## src/rtl/pnpc_pkg.sv

```systemverilog
// register map, field positions and reset values for the next-page/config bank
`default_nettype none
package pnpc_pkg;
  localparam logic [4:0] reg_next_page_transmit = 5'h07;
  localparam logic [4:0] reg_partner_next_page = 5'h08;
  localparam logic [4:0] reg_port_configuration = 5'h10;
  // next-page word fields (transmit and received share the layout)
  localparam int np_more_pages = 15;
  localparam int np_ack = 14;
  localparam int np_message_page = 13;
  localparam int np_second_ack = 12;
  localparam int np_toggle = 11;
  localparam int np_code_msb = 10;
  // port configuration fields
  localparam int pc_link_test_disable = 14;
  localparam int pc_transmit_disable = 13;
  localparam int pc_scrambler_bypass = 12;
  localparam int pc_block_code_bypass = 11;
  localparam int pc_jabber_disable = 10;
  localparam int pc_heartbeat_test_enable = 9;
  localparam int pc_half_duplex_loopback_disable = 8;
  localparam int pc_carrier_extend = 7;
  localparam int pc_preamble_enable = 5;
  localparam int pc_serial_receive_mode = 3;
  localparam int pc_far_end_fault_enable = 2;
  localparam int pc_alternate_next_page = 1;
  localparam int pc_fiber_select = 0;
  // reset values; bit 0 of the configuration comes from the strap pin
  localparam logic [15:0] next_page_transmit_reset = 16'h2001;
  localparam logic [15:0] partner_next_page_reset = 16'h0000;
  localparam logic [15:0] port_configuration_reset = 16'h0084;
  // writable masks: reserved bits read back as zero
  localparam logic [15:0] next_page_transmit_mask = 16'hbfff;
  localparam logic [15:0] port_configuration_mask = 16'h7faf;
endpackage
`default_nettype wire

```

## src/rtl/pnpc_regs.sv

```systemverilog
// next-page transmit, partner next-page and port configuration registers
`default_nettype none
module pnpc_regs (
  // clock and reset
  input wire logic core_clk,
  input wire logic reset,
  // strap
  input wire logic fiber_strap,
  // management register access, one access per strobe
  input wire logic mgmt_write,
  input wire logic mgmt_read,
  input wire logic [4:0] mgmt_addr,
  input wire logic [15:0] mgmt_wdata,
  output logic [15:0] mgmt_rdata,
  output logic mgmt_rvalid,
  // auto-negotiation engine side
  input wire logic page_received,
  input wire logic [15:0] partner_page,
  input wire logic page_rx_var,
  input wire logic page_sent,
  input wire logic sent_toggle,
  input wire logic link_ok,
  output logic [15:0] outgoing_page,
  output logic page_received_flag,
  // data path controls
  output logic link_pass,
  output logic transmit_enable,
  output logic scrambler_enable,
  output logic block_code_enable,
  output logic jabber_enable,
  output logic heartbeat_test_enable,
  output logic half_duplex_loopback_enable,
  output logic carrier_extend,
  output logic preamble_delivery,
  output logic serial_receive_mode,
  output logic far_end_fault_enable,
  output logic alternate_next_page,
  output logic fiber_mode
);
  logic [15:0] next_page_transmit;
  logic [15:0] partner_next_page;
  logic [15:0] port_configuration;
  logic strap_pending;
  logic next_toggle;
  logic read_page_clear;
  logic [15:0] next_rdata;

  function automatic logic hit(input logic [4:0] a, input logic [4:0] r);
    hit = (a == r);
  endfunction

  // reset level of one configuration bit, for the controls that mirror it
  function automatic logic reset_bit(input int b);
    reset_bit = pnpc_pkg::port_configuration_reset[b];
  endfunction

  // reserved bits are dropped on write so they always read as zero
  always_ff @(posedge core_clk) begin
    if (reset) begin
      next_page_transmit <= pnpc_pkg::next_page_transmit_reset;
    end else if (mgmt_write &&
                 hit(mgmt_addr, pnpc_pkg::reg_next_page_transmit)) begin
      next_page_transmit <= mgmt_wdata &
                            pnpc_pkg::next_page_transmit_mask;
    end
  end

  always_ff @(posedge core_clk) begin
    if (reset) begin
      partner_next_page <= pnpc_pkg::partner_next_page_reset;
    end else if (page_received) begin
      partner_next_page <= partner_page;
    end
  end

  // strap is sampled one cycle after reset release, never under reset
  always_ff @(posedge core_clk) begin
    if (reset) begin
      strap_pending <= 1'b1;
    end else begin
      strap_pending <= 1'b0;
    end
  end

  always_ff @(posedge core_clk) begin
    if (reset) begin
      port_configuration <= pnpc_pkg::port_configuration_reset;
    end else if (mgmt_write &&
                 hit(mgmt_addr, pnpc_pkg::reg_port_configuration)) begin
      port_configuration <= mgmt_wdata &
                            pnpc_pkg::port_configuration_mask;
    end else if (strap_pending) begin
      port_configuration[pnpc_pkg::pc_fiber_select] <= fiber_strap;
    end
  end

  pnpc_toggle_track pnpc_toggle_track_inst (
    .core_clk(core_clk),
    .reset(reset),
    .page_sent(page_sent),
    .sent_toggle(sent_toggle),
    .next_toggle(next_toggle)
  );

  // the page-received flag lives with the expansion status; it clears when
  // software reads the received page it announces
  assign read_page_clear = mgmt_read &&
                           hit(mgmt_addr, pnpc_pkg::reg_partner_next_page);

  pnpc_page_rx_flag pnpc_page_rx_flag_inst (
    .core_clk(core_clk),
    .reset(reset),
    .page_rx_event(page_received),
    .page_rx_var(page_rx_var),
    .read_clear(read_page_clear),
    .alternate_enable(port_configuration[pnpc_pkg::pc_alternate_next_page]),
    .transmit_disable(port_configuration[pnpc_pkg::pc_transmit_disable]),
    .flag(page_received_flag)
  );

  always_comb begin
    next_rdata = 16'h0000;
    if (hit(mgmt_addr, pnpc_pkg::reg_next_page_transmit)) begin
      next_rdata = next_page_transmit;
      next_rdata[pnpc_pkg::np_toggle] = next_toggle;
    end else if (hit(mgmt_addr, pnpc_pkg::reg_partner_next_page)) begin
      next_rdata = partner_next_page;
    end else if (hit(mgmt_addr, pnpc_pkg::reg_port_configuration)) begin
      next_rdata = port_configuration;
    end
  end

  always_ff @(posedge core_clk) begin
    if (reset) begin
      mgmt_rvalid <= 1'b0;
    end else begin
      mgmt_rvalid <= mgmt_read;
    end
  end

  // read data holds until the next read, so a slow poller still sees it
  always_ff @(posedge core_clk) begin
    if (reset) begin
      mgmt_rdata <= 16'h0000;
    end else if (mgmt_read) begin
      mgmt_rdata <= next_rdata;
    end
  end

  always_ff @(posedge core_clk) begin
    if (reset) begin
      outgoing_page <= pnpc_pkg::next_page_transmit_reset;
    end else begin
      outgoing_page <= {next_page_transmit[15:12], next_toggle,
                        next_page_transmit[pnpc_pkg::np_code_msb:0]};
    end
  end

  // data path controls, one register each; reset levels come from the
  // configuration reset word so the two can never disagree
  // link test disable forces pass whatever the link monitor reports
  always_ff @(posedge core_clk) begin
    if (reset) begin
      link_pass <= reset_bit(pnpc_pkg::pc_link_test_disable);
    end else begin
      link_pass <= link_ok |
        port_configuration[pnpc_pkg::pc_link_test_disable];
    end
  end

  always_ff @(posedge core_clk) begin
    if (reset) begin
      transmit_enable <= ~reset_bit(pnpc_pkg::pc_transmit_disable);
    end else begin
      transmit_enable <=
        ~port_configuration[pnpc_pkg::pc_transmit_disable];
    end
  end

  // 100BASE-TX coding path; the bypasses only matter at 100 Mbps
  always_ff @(posedge core_clk) begin
    if (reset) begin
      scrambler_enable <= ~reset_bit(pnpc_pkg::pc_scrambler_bypass);
    end else begin
      scrambler_enable <=
        ~port_configuration[pnpc_pkg::pc_scrambler_bypass];
    end
  end

  always_ff @(posedge core_clk) begin
    if (reset) begin
      block_code_enable <= ~reset_bit(pnpc_pkg::pc_block_code_bypass);
    end else begin
      block_code_enable <=
        ~port_configuration[pnpc_pkg::pc_block_code_bypass];
    end
  end

  // 10BASE-T controls; the 100 Mbps path ignores them
  always_ff @(posedge core_clk) begin
    if (reset) begin
      jabber_enable <= ~reset_bit(pnpc_pkg::pc_jabber_disable);
    end else begin
      jabber_enable <=
        ~port_configuration[pnpc_pkg::pc_jabber_disable];
    end
  end

  always_ff @(posedge core_clk) begin
    if (reset) begin
      heartbeat_test_enable <= reset_bit(pnpc_pkg::pc_heartbeat_test_enable);
    end else begin
      heartbeat_test_enable <=
        port_configuration[pnpc_pkg::pc_heartbeat_test_enable];
    end
  end

  always_ff @(posedge core_clk) begin
    if (reset) begin
      half_duplex_loopback_enable <=
        ~reset_bit(pnpc_pkg::pc_half_duplex_loopback_disable);
    end else begin
      half_duplex_loopback_enable <=
        ~port_configuration[pnpc_pkg::pc_half_duplex_loopback_disable];
    end
  end

  always_ff @(posedge core_clk) begin
    if (reset) begin
      carrier_extend <= reset_bit(pnpc_pkg::pc_carrier_extend);
    end else begin
      carrier_extend <=
        port_configuration[pnpc_pkg::pc_carrier_extend];
    end
  end

  // receive interface formatting towards the MAC
  always_ff @(posedge core_clk) begin
    if (reset) begin
      preamble_delivery <= reset_bit(pnpc_pkg::pc_preamble_enable);
    end else begin
      preamble_delivery <=
        port_configuration[pnpc_pkg::pc_preamble_enable];
    end
  end

  always_ff @(posedge core_clk) begin
    if (reset) begin
      serial_receive_mode <= reset_bit(pnpc_pkg::pc_serial_receive_mode);
    end else begin
      serial_receive_mode <=
        port_configuration[pnpc_pkg::pc_serial_receive_mode];
    end
  end

  // link level features
  always_ff @(posedge core_clk) begin
    if (reset) begin
      far_end_fault_enable <= reset_bit(pnpc_pkg::pc_far_end_fault_enable);
    end else begin
      far_end_fault_enable <=
        port_configuration[pnpc_pkg::pc_far_end_fault_enable];
    end
  end

  always_ff @(posedge core_clk) begin
    if (reset) begin
      alternate_next_page <= reset_bit(pnpc_pkg::pc_alternate_next_page);
    end else begin
      alternate_next_page <=
        port_configuration[pnpc_pkg::pc_alternate_next_page];
    end
  end

  // media follows the register one edge late, so the strap value shows
  // up two edges after reset release
  always_ff @(posedge core_clk) begin
    if (reset) begin
      fiber_mode <= reset_bit(pnpc_pkg::pc_fiber_select);
    end else begin
      fiber_mode <= port_configuration[pnpc_pkg::pc_fiber_select];
    end
  end
endmodule
`default_nettype wire

```

## src/rtl/pnpc_page_rx_flag.sv

```systemverilog
// latch-high page-received flag with clear-on-read and alternate clears
`default_nettype none
module pnpc_page_rx_flag (
  // clock and reset
  input wire logic core_clk,
  input wire logic reset,
  // events
  input wire logic page_rx_event,
  input wire logic page_rx_var,
  input wire logic read_clear,
  input wire logic alternate_enable,
  input wire logic transmit_disable,
  // state
  output logic flag
);
  logic alt_clear;
  assign alt_clear = alternate_enable & (~page_rx_var | transmit_disable);

  // a page arriving in the clearing cycle wins, so no page is lost
  always_ff @(posedge core_clk) begin
    if (reset) begin
      flag <= 1'b0;
    end else if (page_rx_event) begin
      flag <= 1'b1;
    end else if (read_clear || alt_clear) begin
      flag <= 1'b0;
    end
  end
endmodule
`default_nettype wire

```

## src/rtl/pnpc_toggle_track.sv

```systemverilog
// tracks the toggle value for the next outgoing page
`default_nettype none
module pnpc_toggle_track (
  // clock and reset
  input wire logic core_clk,
  input wire logic reset,
  // page sent on the line, with its toggle bit
  input wire logic page_sent,
  input wire logic sent_toggle,
  // value the next page carries
  output logic next_toggle
);
  // next page carries the inverse of what was last transmitted
  always_ff @(posedge core_clk) begin
    if (reset) begin
      next_toggle <= 1'b0;
    end else if (page_sent) begin
      next_toggle <= ~sent_toggle;
    end
  end
endmodule
`default_nettype wire

```

## config.mk

```make
export PLATFORM = sky130hd
export DESIGN_NAME = pnpc_regs
export DESIGN_NICKNAME = d
export VERILOG_FILES = /design/src/rtl/pnpc_pkg.sv /design/src/rtl/pnpc_regs.sv /design/src/rtl/pnpc_page_rx_flag.sv /design/src/rtl/pnpc_toggle_track.sv
export SDC_FILE = /design/constraint.sdc
export NUM_CORES = 1
export LEC_CHECK = 0
export BUFFER_PORTS_ARGS = -buffer_cell sky130_fd_sc_hd__buf_2
export CAP_MARGIN = 5
export CORE_MARGIN = 2
export CORE_UTILIZATION = 47
export DETAILED_ROUTE_END_ITERATION = 16
export GPL_TIMING_DRIVEN = 0
export HOLD_SLACK_MARGIN = 0.06
export PLACE_DENSITY_LB_ADDON = 0.05
export SYNTH_ARGS = -nofsm -noshare
export SYNTH_HDL_FRONTEND = slang
export SYNTH_SLANG_ARGS = --single-unit
```

## constraint.sdc

```tcl
create_clock -name core_clk -period 1.48 [get_ports core_clk]
set_clock_uncertainty 0.2 [all_clocks]
set_input_delay 0.296 -clock core_clk [delete_from_list [all_inputs] [get_ports core_clk]]
set_output_delay 0.296 -clock core_clk [all_outputs]
set_load 0.01 [all_outputs]
```

Word-level counts from Yosys, hierarchy flattened
Index checks and enable logic that the tools add are counted.
W data, S select, Z words.
Operators by class
  equal/unequal tests: 3
  mux-type cells: 8
  bitwise logic cells: 10
  reduce and logical (&&, ||, !) cells: 6
Operator list (count)
  $mux W16: 2
  $mux W15: 1
  $not A1 Y1: 7
  $eq A5 B3 Y1 const B: 1
  $eq A5 B4 Y1 const B: 1
  $eq A5 B5 Y1 const B: 1
  $mux W1: 5
  $reduce_bool A2 Y1: 2
  $logic_and A1 B1 Y1: 3
  $or A1 B1 Y1: 2
  $and A1 B1 Y1: 1
  $logic_or A1 B1 Y1: 1
Storage, ports and cells
  register bits after elaboration: 92
  word-level logic and storage cells: 50

Longest topological paths before layout
  depth after elaboration: 6
  mapped depth: 5

Modules after synthesis
Synthesis repeated with hierarchy kept, for this count alone.
Second synthesis, totals
  cell total of the unflattened synthesis: 359
  area, all modules: 3592.2 sq um
Modules (own cells, without submodules)
  pnpc_regs: times used 1, cells each 351, area an instance 3513.4 sq um
  pnpc_page_rx_flag: times used 1, cells each 5, area an instance 47.5 sq um
  pnpc_toggle_track: times used 1, cells each 3, area an instance 31.3 sq um

Worst setup path before layout
No wires, ideal clock.
  path kind: in2reg
  from: input mgmt_addr[4]
  to: register next_page_transmit[10]
  setup time: 0.121 ns
  data arrival time: 1.228 ns
  required time: 1.159 ns
  setup slack: -0.069 ns
  cell stages on the path: 4
  path through: and4bb_2 > nand3_2 > buf_6 > mux2_4
On the way
  longest elaborated chain between the ends: 2
RTL lines
  start: declaration: RTL line pnpc_regs.sv:12  | input wire logic [4:0] mgmt_addr,
  $eq A5 B3 Y1: RTL line pnpc_regs.sv:49  | hit = (a == r);
  $logic_and A1 B1 Y1: RTL line pnpc_regs.sv:61  | end else if (mgmt_write &&
  end signal: assignment: RTL line pnpc_regs.sv:60  | next_page_transmit <= pnpc_pkg::next_page_transmit_reset;
  end signal: assignment: RTL line pnpc_regs.sv:63  | next_page_transmit <= mgmt_wdata &
  end: declaration: RTL line pnpc_regs.sv:40  | logic [15:0] next_page_transmit;
Every way passes these cells.
A chain may end at the register's enable or synchronous reset.

Worst setup path in the final report
  from: input mgmt_addr[3]
  to: register mgmt_rdata[2]
On the way
  longest elaborated chain between the ends: 4
  elaborated cells between the ends (all ways): 6
RTL lines
  $eq A5 B5 Y1: RTL line pnpc_regs.sv:49
  $mux W15: RTL line pnpc_regs.sv:128  | end else if (hit(mgmt_addr, pnpc_pkg::reg_port_configuration)) begin
  $mux W16: RTL line pnpc_regs.sv:126  | end else if (hit(mgmt_addr, pnpc_pkg::reg_partner_next_page)) begin
  $mux W16 *: RTL line pnpc_regs.sv:123  | if (hit(mgmt_addr, pnpc_pkg::reg_next_page_transmit)) begin
  end signal: assignment: RTL line pnpc_regs.sv:146  | mgmt_rdata <= next_rdata;
  end: declaration: RTL line pnpc_regs.sv:14  | output logic [15:0] mgmt_rdata,
Every way passes the cells marked *; elsewhere a longest branch is shown, timed or not.

==> flow_results.xml <==
<?xml version="1.0" encoding="UTF-8"?>
<metrics>
  <group name="cells_and_area">
    <metric name="final_nets" unit="">542</metric>
    <metric name="count_of_placed_standard_cells_in_the_final_layout_fillers_left_out" unit="">599</metric>
    <metric name="final_common_cell" unit="">sky130_fd_sc_hd__buf_2</metric>
    <metric name="syn2layout_area_growth" unit="%">31.00</metric>
    <metric name="drive_gt1_frac" unit="">0.2640</metric>
    <metric name="nFillCells" unit="">694</metric>
    <metric name="most_frequent_cells_in_the_layout" unit="">sky130_fd_sc_hd__buf_2 (100), sky130_fd_sc_hd__dfxtp_1 (91), sky130_fd_sc_hd__nor2b_1 (32), sky130_fd_sc_hd__dlygate4sd3_1 (32), sky130_fd_sc_hd__nor2_1 (26)</metric>
    <metric name="diodes" unit="">0</metric>
  </group>
  <group name="die">
    <metric name="placeableCoreArea" unit="mm²">0.007292</metric>
    <metric name="floorplan.die_area" unit="mm²">0.008322</metric>
    <metric name="io_pins" unit="">94</metric>
    <metric name="start_util" unit="">0.4904</metric>
    <metric name="fp-row-count" unit="">31</metric>
    <metric name="die-width" unit="µm">91.23</metric>
    <metric name="die_y" unit="µm">91.23</metric>
  </group>
  <group name="yosys">
    <metric name="synth.net_count" unit="">408</metric>
    <metric name="synth_area" unit="mm²">0.003576</metric>
    <metric name="synthMuxAreaShare" unit="">0.09937</metric>
    <metric name="synth_cell_types" unit="">39</metric>
    <metric name="yosys.area_share.xor_xnor" unit="">0</metric>
    <metric name="syn_area_per_cell" unit="µm²">9.906</metric>
    <metric name="synthArstFlopShare" unit="">0</metric>
    <metric name="post_synth_and_or_nand_nor_area_fraction" unit="">0.2320</metric>
    <metric name="synthesized_area_fraction_occupied_by_ao_oa_aoi_and_oai_cells" unit="">0.1148</metric>
    <metric name="synth-edff-count" unit="">0</metric>
    <metric name="post_synth_inst_count" unit="">361</metric>
    <metric name="fraction_of_the_yosys_area_taken_by_sequential_cells" unit="">0.5094</metric>
    <metric name="synthFlopType" unit="">sky130_fd_sc_hd__dfxtp_1</metric>
    <metric name="synth_seq_cells" unit="">91</metric>
    <metric name="synth_adder_area_share" unit="">0</metric>
    <metric name="synth_top_family_by_area" unit="">simple AND/OR/NAND/NOR gates</metric>
    <metric name="ys_warn_count" unit="">0</metric>
  </group>
  <group name="pwr">
    <metric name="p_int" unit="W">0.003532</metric>
    <metric name="clkPwrFrac" unit="">0.359</metric>
    <metric name="p_sw" unit="W">0.001182</metric>
    <metric name="ir_worst_vdd" unit="µV">624.7</metric>
    <metric name="cellLeakagePower" unit="nW">2.107</metric>
    <metric name="post-layout-total-power" unit="W">0.004714</metric>
    <metric name="sw_frac_of_total" unit="">0.2507</metric>
    <metric name="seqPwrFrac" unit="">0.541</metric>
    <metric name="p_per_area" unit="mW/mm²">1006</metric>
    <metric name="share_comb_of_total_power" unit="">0.100</metric>
  </group>
  <group name="placed_design">
    <metric name="gpl.final_weighted_congestion" unit="">0.8651</metric>
    <metric name="dp_hpwl" unit="mm">6.867</metric>
    <metric name="placed_cells" unit="">551</metric>
    <metric name="numPortBuffers" unit="">91</metric>
  </group>
  <group name="drt">
    <metric name="ant_nets" unit="">0</metric>
    <metric name="dr.pass1.iters" unit="">4</metric>
    <metric name="dr_wl_met2" unit="mm">4.251</metric>
    <metric name="top_routing_layer_in_use" unit="">met4</metric>
    <metric name="detail_route.wirelength" unit="mm">9.337</metric>
    <metric name="routed_wire_length_per_instance" unit="µm">15.59</metric>
    <metric name="detail_route.vias_per_cell" unit="">5.075</metric>
    <metric name="wirelength_met1" unit="mm">4.491</metric>
    <metric name="detailedRoute.firstIterationViolations" unit="">153</metric>
    <metric name="remaining_drc_errors" unit="">0</metric>
    <metric name="met3_length" unit="µm">511</metric>
    <metric name="route.vias.total" unit="">3040</metric>
  </group>
  <group name="clocking">
    <metric name="clkSinkCount" unit="">91</metric>
    <metric name="clk_latency" unit="ns">0.36</metric>
    <metric name="cts-root-buf" unit="">sky130_fd_sc_hd__clkbuf_8</metric>
    <metric name="number_of_clock_buffers_inserted_by_tritoncts" unit="">9</metric>
    <metric name="cts_tree" unit="">built</metric>
    <metric name="path_clk_slew" unit="ns">0.09</metric>
    <metric name="cts-root-to-sink-buffers" unit="">2</metric>
    <metric name="htreeDepth" unit="">3</metric>
  </group>
  <group name="global_routing">
    <metric name="antenna_found_initial" unit="">0</metric>
    <metric name="global_route_total_usage_across_every_layer" unit="">0.2339</metric>
    <metric name="grt_remaining_overflow" unit="">0</metric>
    <metric name="vias_in_the_first_global_route" unit="">2998</metric>
    <metric name="first_pass_grt_wire_length" unit="mm">15.17</metric>
    <metric name="grt_max_degree" unit="">16</metric>
  </group>
  <group name="critical_path">
    <metric name="path_max_fanout" unit="">10</metric>
    <metric name="worst_ep_arrival_time" unit="ns">1.44</metric>
    <metric name="r2r_cells" unit="">3</metric>
    <metric name="setup.reg_to_reg.worst_slack" unit="ns">0.32</metric>
    <metric name="criticalPathCategory" unit="">input pin to flip-flop</metric>
    <metric name="critical_path.startpoint" unit="">mgmt_addr[3]</metric>
    <metric name="critPathCapture" unit="">mgmt_rdata[2]$_SDFFE_PP0P_</metric>
    <metric name="regToRegStartpoint" unit="">port_configuration[1]$_SDFFE_PP0P_</metric>
    <metric name="worstReg2RegEnd" unit="">mgmt_rdata[1]$_SDFFE_PP0P_</metric>
    <metric name="worst_ep_required_time" unit="ns">1.53</metric>
    <metric name="critical_path.endpoint_type" unit="">flip-flop</metric>
    <metric name="timing.critical_path.from_type" unit="">input pin</metric>
  </group>
  <group name="flow_run">
    <metric name="drv_cap" unit="">0</metric>
  </group>
  <group name="timing">
    <metric name="worst_slew_margin_rel" unit="">0.6482</metric>
    <metric name="final_period_util" unit="">0.9413</metric>
    <metric name="fmaxAchievable" unit="MHz">717.8</metric>
    <metric name="timing.final.crit_period" unit="ns">1.393</metric>
    <metric name="final_max_slew_viol_count" unit="">0</metric>
    <metric name="rsz0062_at_grt" unit="">false</metric>
    <metric name="final-hold-violation-count" unit="">0</metric>
    <metric name="finalSetupViolations" unit="">0</metric>
    <metric name="worstMarginPinSlew" unit="ns">0.5277</metric>
  </group>
  <group name="worst_hold_path">
    <metric name="start_point_of_the_worst_hold_path" unit="">mgmt_wdata[6]</metric>
    <metric name="hold_path.class" unit="">input pin to flip-flop</metric>
  </group>
  <group name="status">
    <metric name="status" unit="">finished, final reports clean</metric>
  </group>
</metrics>
cells by family after synthesis:
group | after synthesis
AOI/OAI and AO/OA | 67
buffers and inverters | 35
DFF | 91
muxes | 31
other | 1
and+or+nand+nor | 136
power by group through the flow:
stage | Combinational, W | Sequential [W] | Clock [W]
2_1_floorplan | 0.000222 | 0.00261 | 0
3_3_place_gp | 0.000399 | 0.00261 | 0
3_5_place_dp | 0.000405 | 0.00261 | 0
4_1_cts | 0.000471 | 0.00255 | 0.00172
5_1_grt | 0.000518 | 0.00256 | 0.00183
6_report | 0.000472 | 0.00255 | 0.00169
metal layers:
metal,vias up,global-route usage
li1,1531,-
met1,1424,0.3103
met2,78,0.3753
met3,7,0.06888
met4,0,0.05682
met5,-,0
worst min path at each step:
stage                                                    end  slack (ns)  depth (start not counted)
after detailed placement         scrambler_enable$_SDFF_PP1_        0.20                          1
after global placement          block_code_enable$_SDFF_PP1_        0.20                          1
after global routing      next_page_transmit[6]$_SDFFE_PP0P_        0.08                          3
final                     next_page_transmit[6]$_SDFFE_PP0P_        0.08                          3
after floorplan                        strap_pending$_DFF_P_        0.12                          0
after CTS                 next_page_transmit[4]$_SDFFE_PP0P_        0.07                          3
what timing repair did:
| item | 4_1_cts | 5_1_grt |
|---|---|---|
| hold buffers | 32 | 0 |
| gates resized for setup | 0 | 5 |
| setup buffers | 0 | 0 |
| endpoints found under the hold margin | 34 | 0 |
| setup endpoints to repair | 0 | 4 |
stage by stage:
step	setup WS [ns]	instance area, µm²	hold WS (ns)	utilization	TNS (ns)
2_1_floorplan	-0.04299	3587	0.1237	-	-0.3439
3_3_place_gp	-0.2982	4167	0.2041	0.5714	-14.95
3_5_place_dp	-0.3297	4167	0.2034	0.5714	-15.25
4_1_cts	0.05270	4679	0.07053	0.6417	0
5_1_grt	0.005741	4684	0.08037	0.6424	0
6_report	0.08684	4684	0.07824	0.6424	0
sequential cells by signal, indices dropped and copies added, names as in the netlist, 13 cells and up:
signal	cells
partner_next_page	16
port_configuration	13
next_page_transmit	14
mgmt_rdata	16
outgoing_page	15
cell type report:
type | count | area [µm²] | share of cell area
sequential | 91 | 1822 | 0.3889
timing repair buffer | 123 | 775.7 | 0.1656
clock buffer | 11 | 131.4 | 0.02804
tap | 99 | 123.9 | 0.02644
clock inverter | 5 | 61.31 | 0.01309
inverter | 5 | 18.77 | 0.004006
multi-input combinational | 235 | 1607 | 0.3429
buffer | 30 | 145.1 | 0.03098
cells in the mapped netlist, drive strengths merged (2+ instances only):
cell | count | area share
dfxtp | 91 | 0.51
nor2b | 32 | 0.056
o21ai | 28 | 0.039
nor2 | 26 | 0.027
and3b | 25 | 0.061
mux2i | 19 | 0.053
clkbuf | 17 | 0.018
nand3 | 15 | 0.022
a211oi | 14 | 0.029
nor3 | 14 | 0.020
buf | 13 | 0.020
mux2 | 12 | 0.046
a21oi | 10 | 0.014
nand2b | 8 | 0.014
o21bai | 7 | 0.015
inv | 5 | 0.0052
a31oi | 3 | 0.0052
nand4 | 3 | 0.0052
a211o | 2 | 0.0049
and3 | 2 | 0.0035
nand2 | 2 | 0.0021
nand4b | 2 | 0.0049
or2 | 2 | 0.0035
critical path: stages:
cell and delay [ns]:
sky130_fd_sc_hd__buf_2 0.11, sky130_fd_sc_hd__buf_2 0.19, sky130_fd_sc_hd__clkbuf_1 0.30, sky130_fd_sc_hd__and3b_1 0.22, sky130_fd_sc_hd__o21ai_1 0.21, sky130_fd_sc_hd__a211oi_1 0.11
Power figures use the tool's default switching activity.
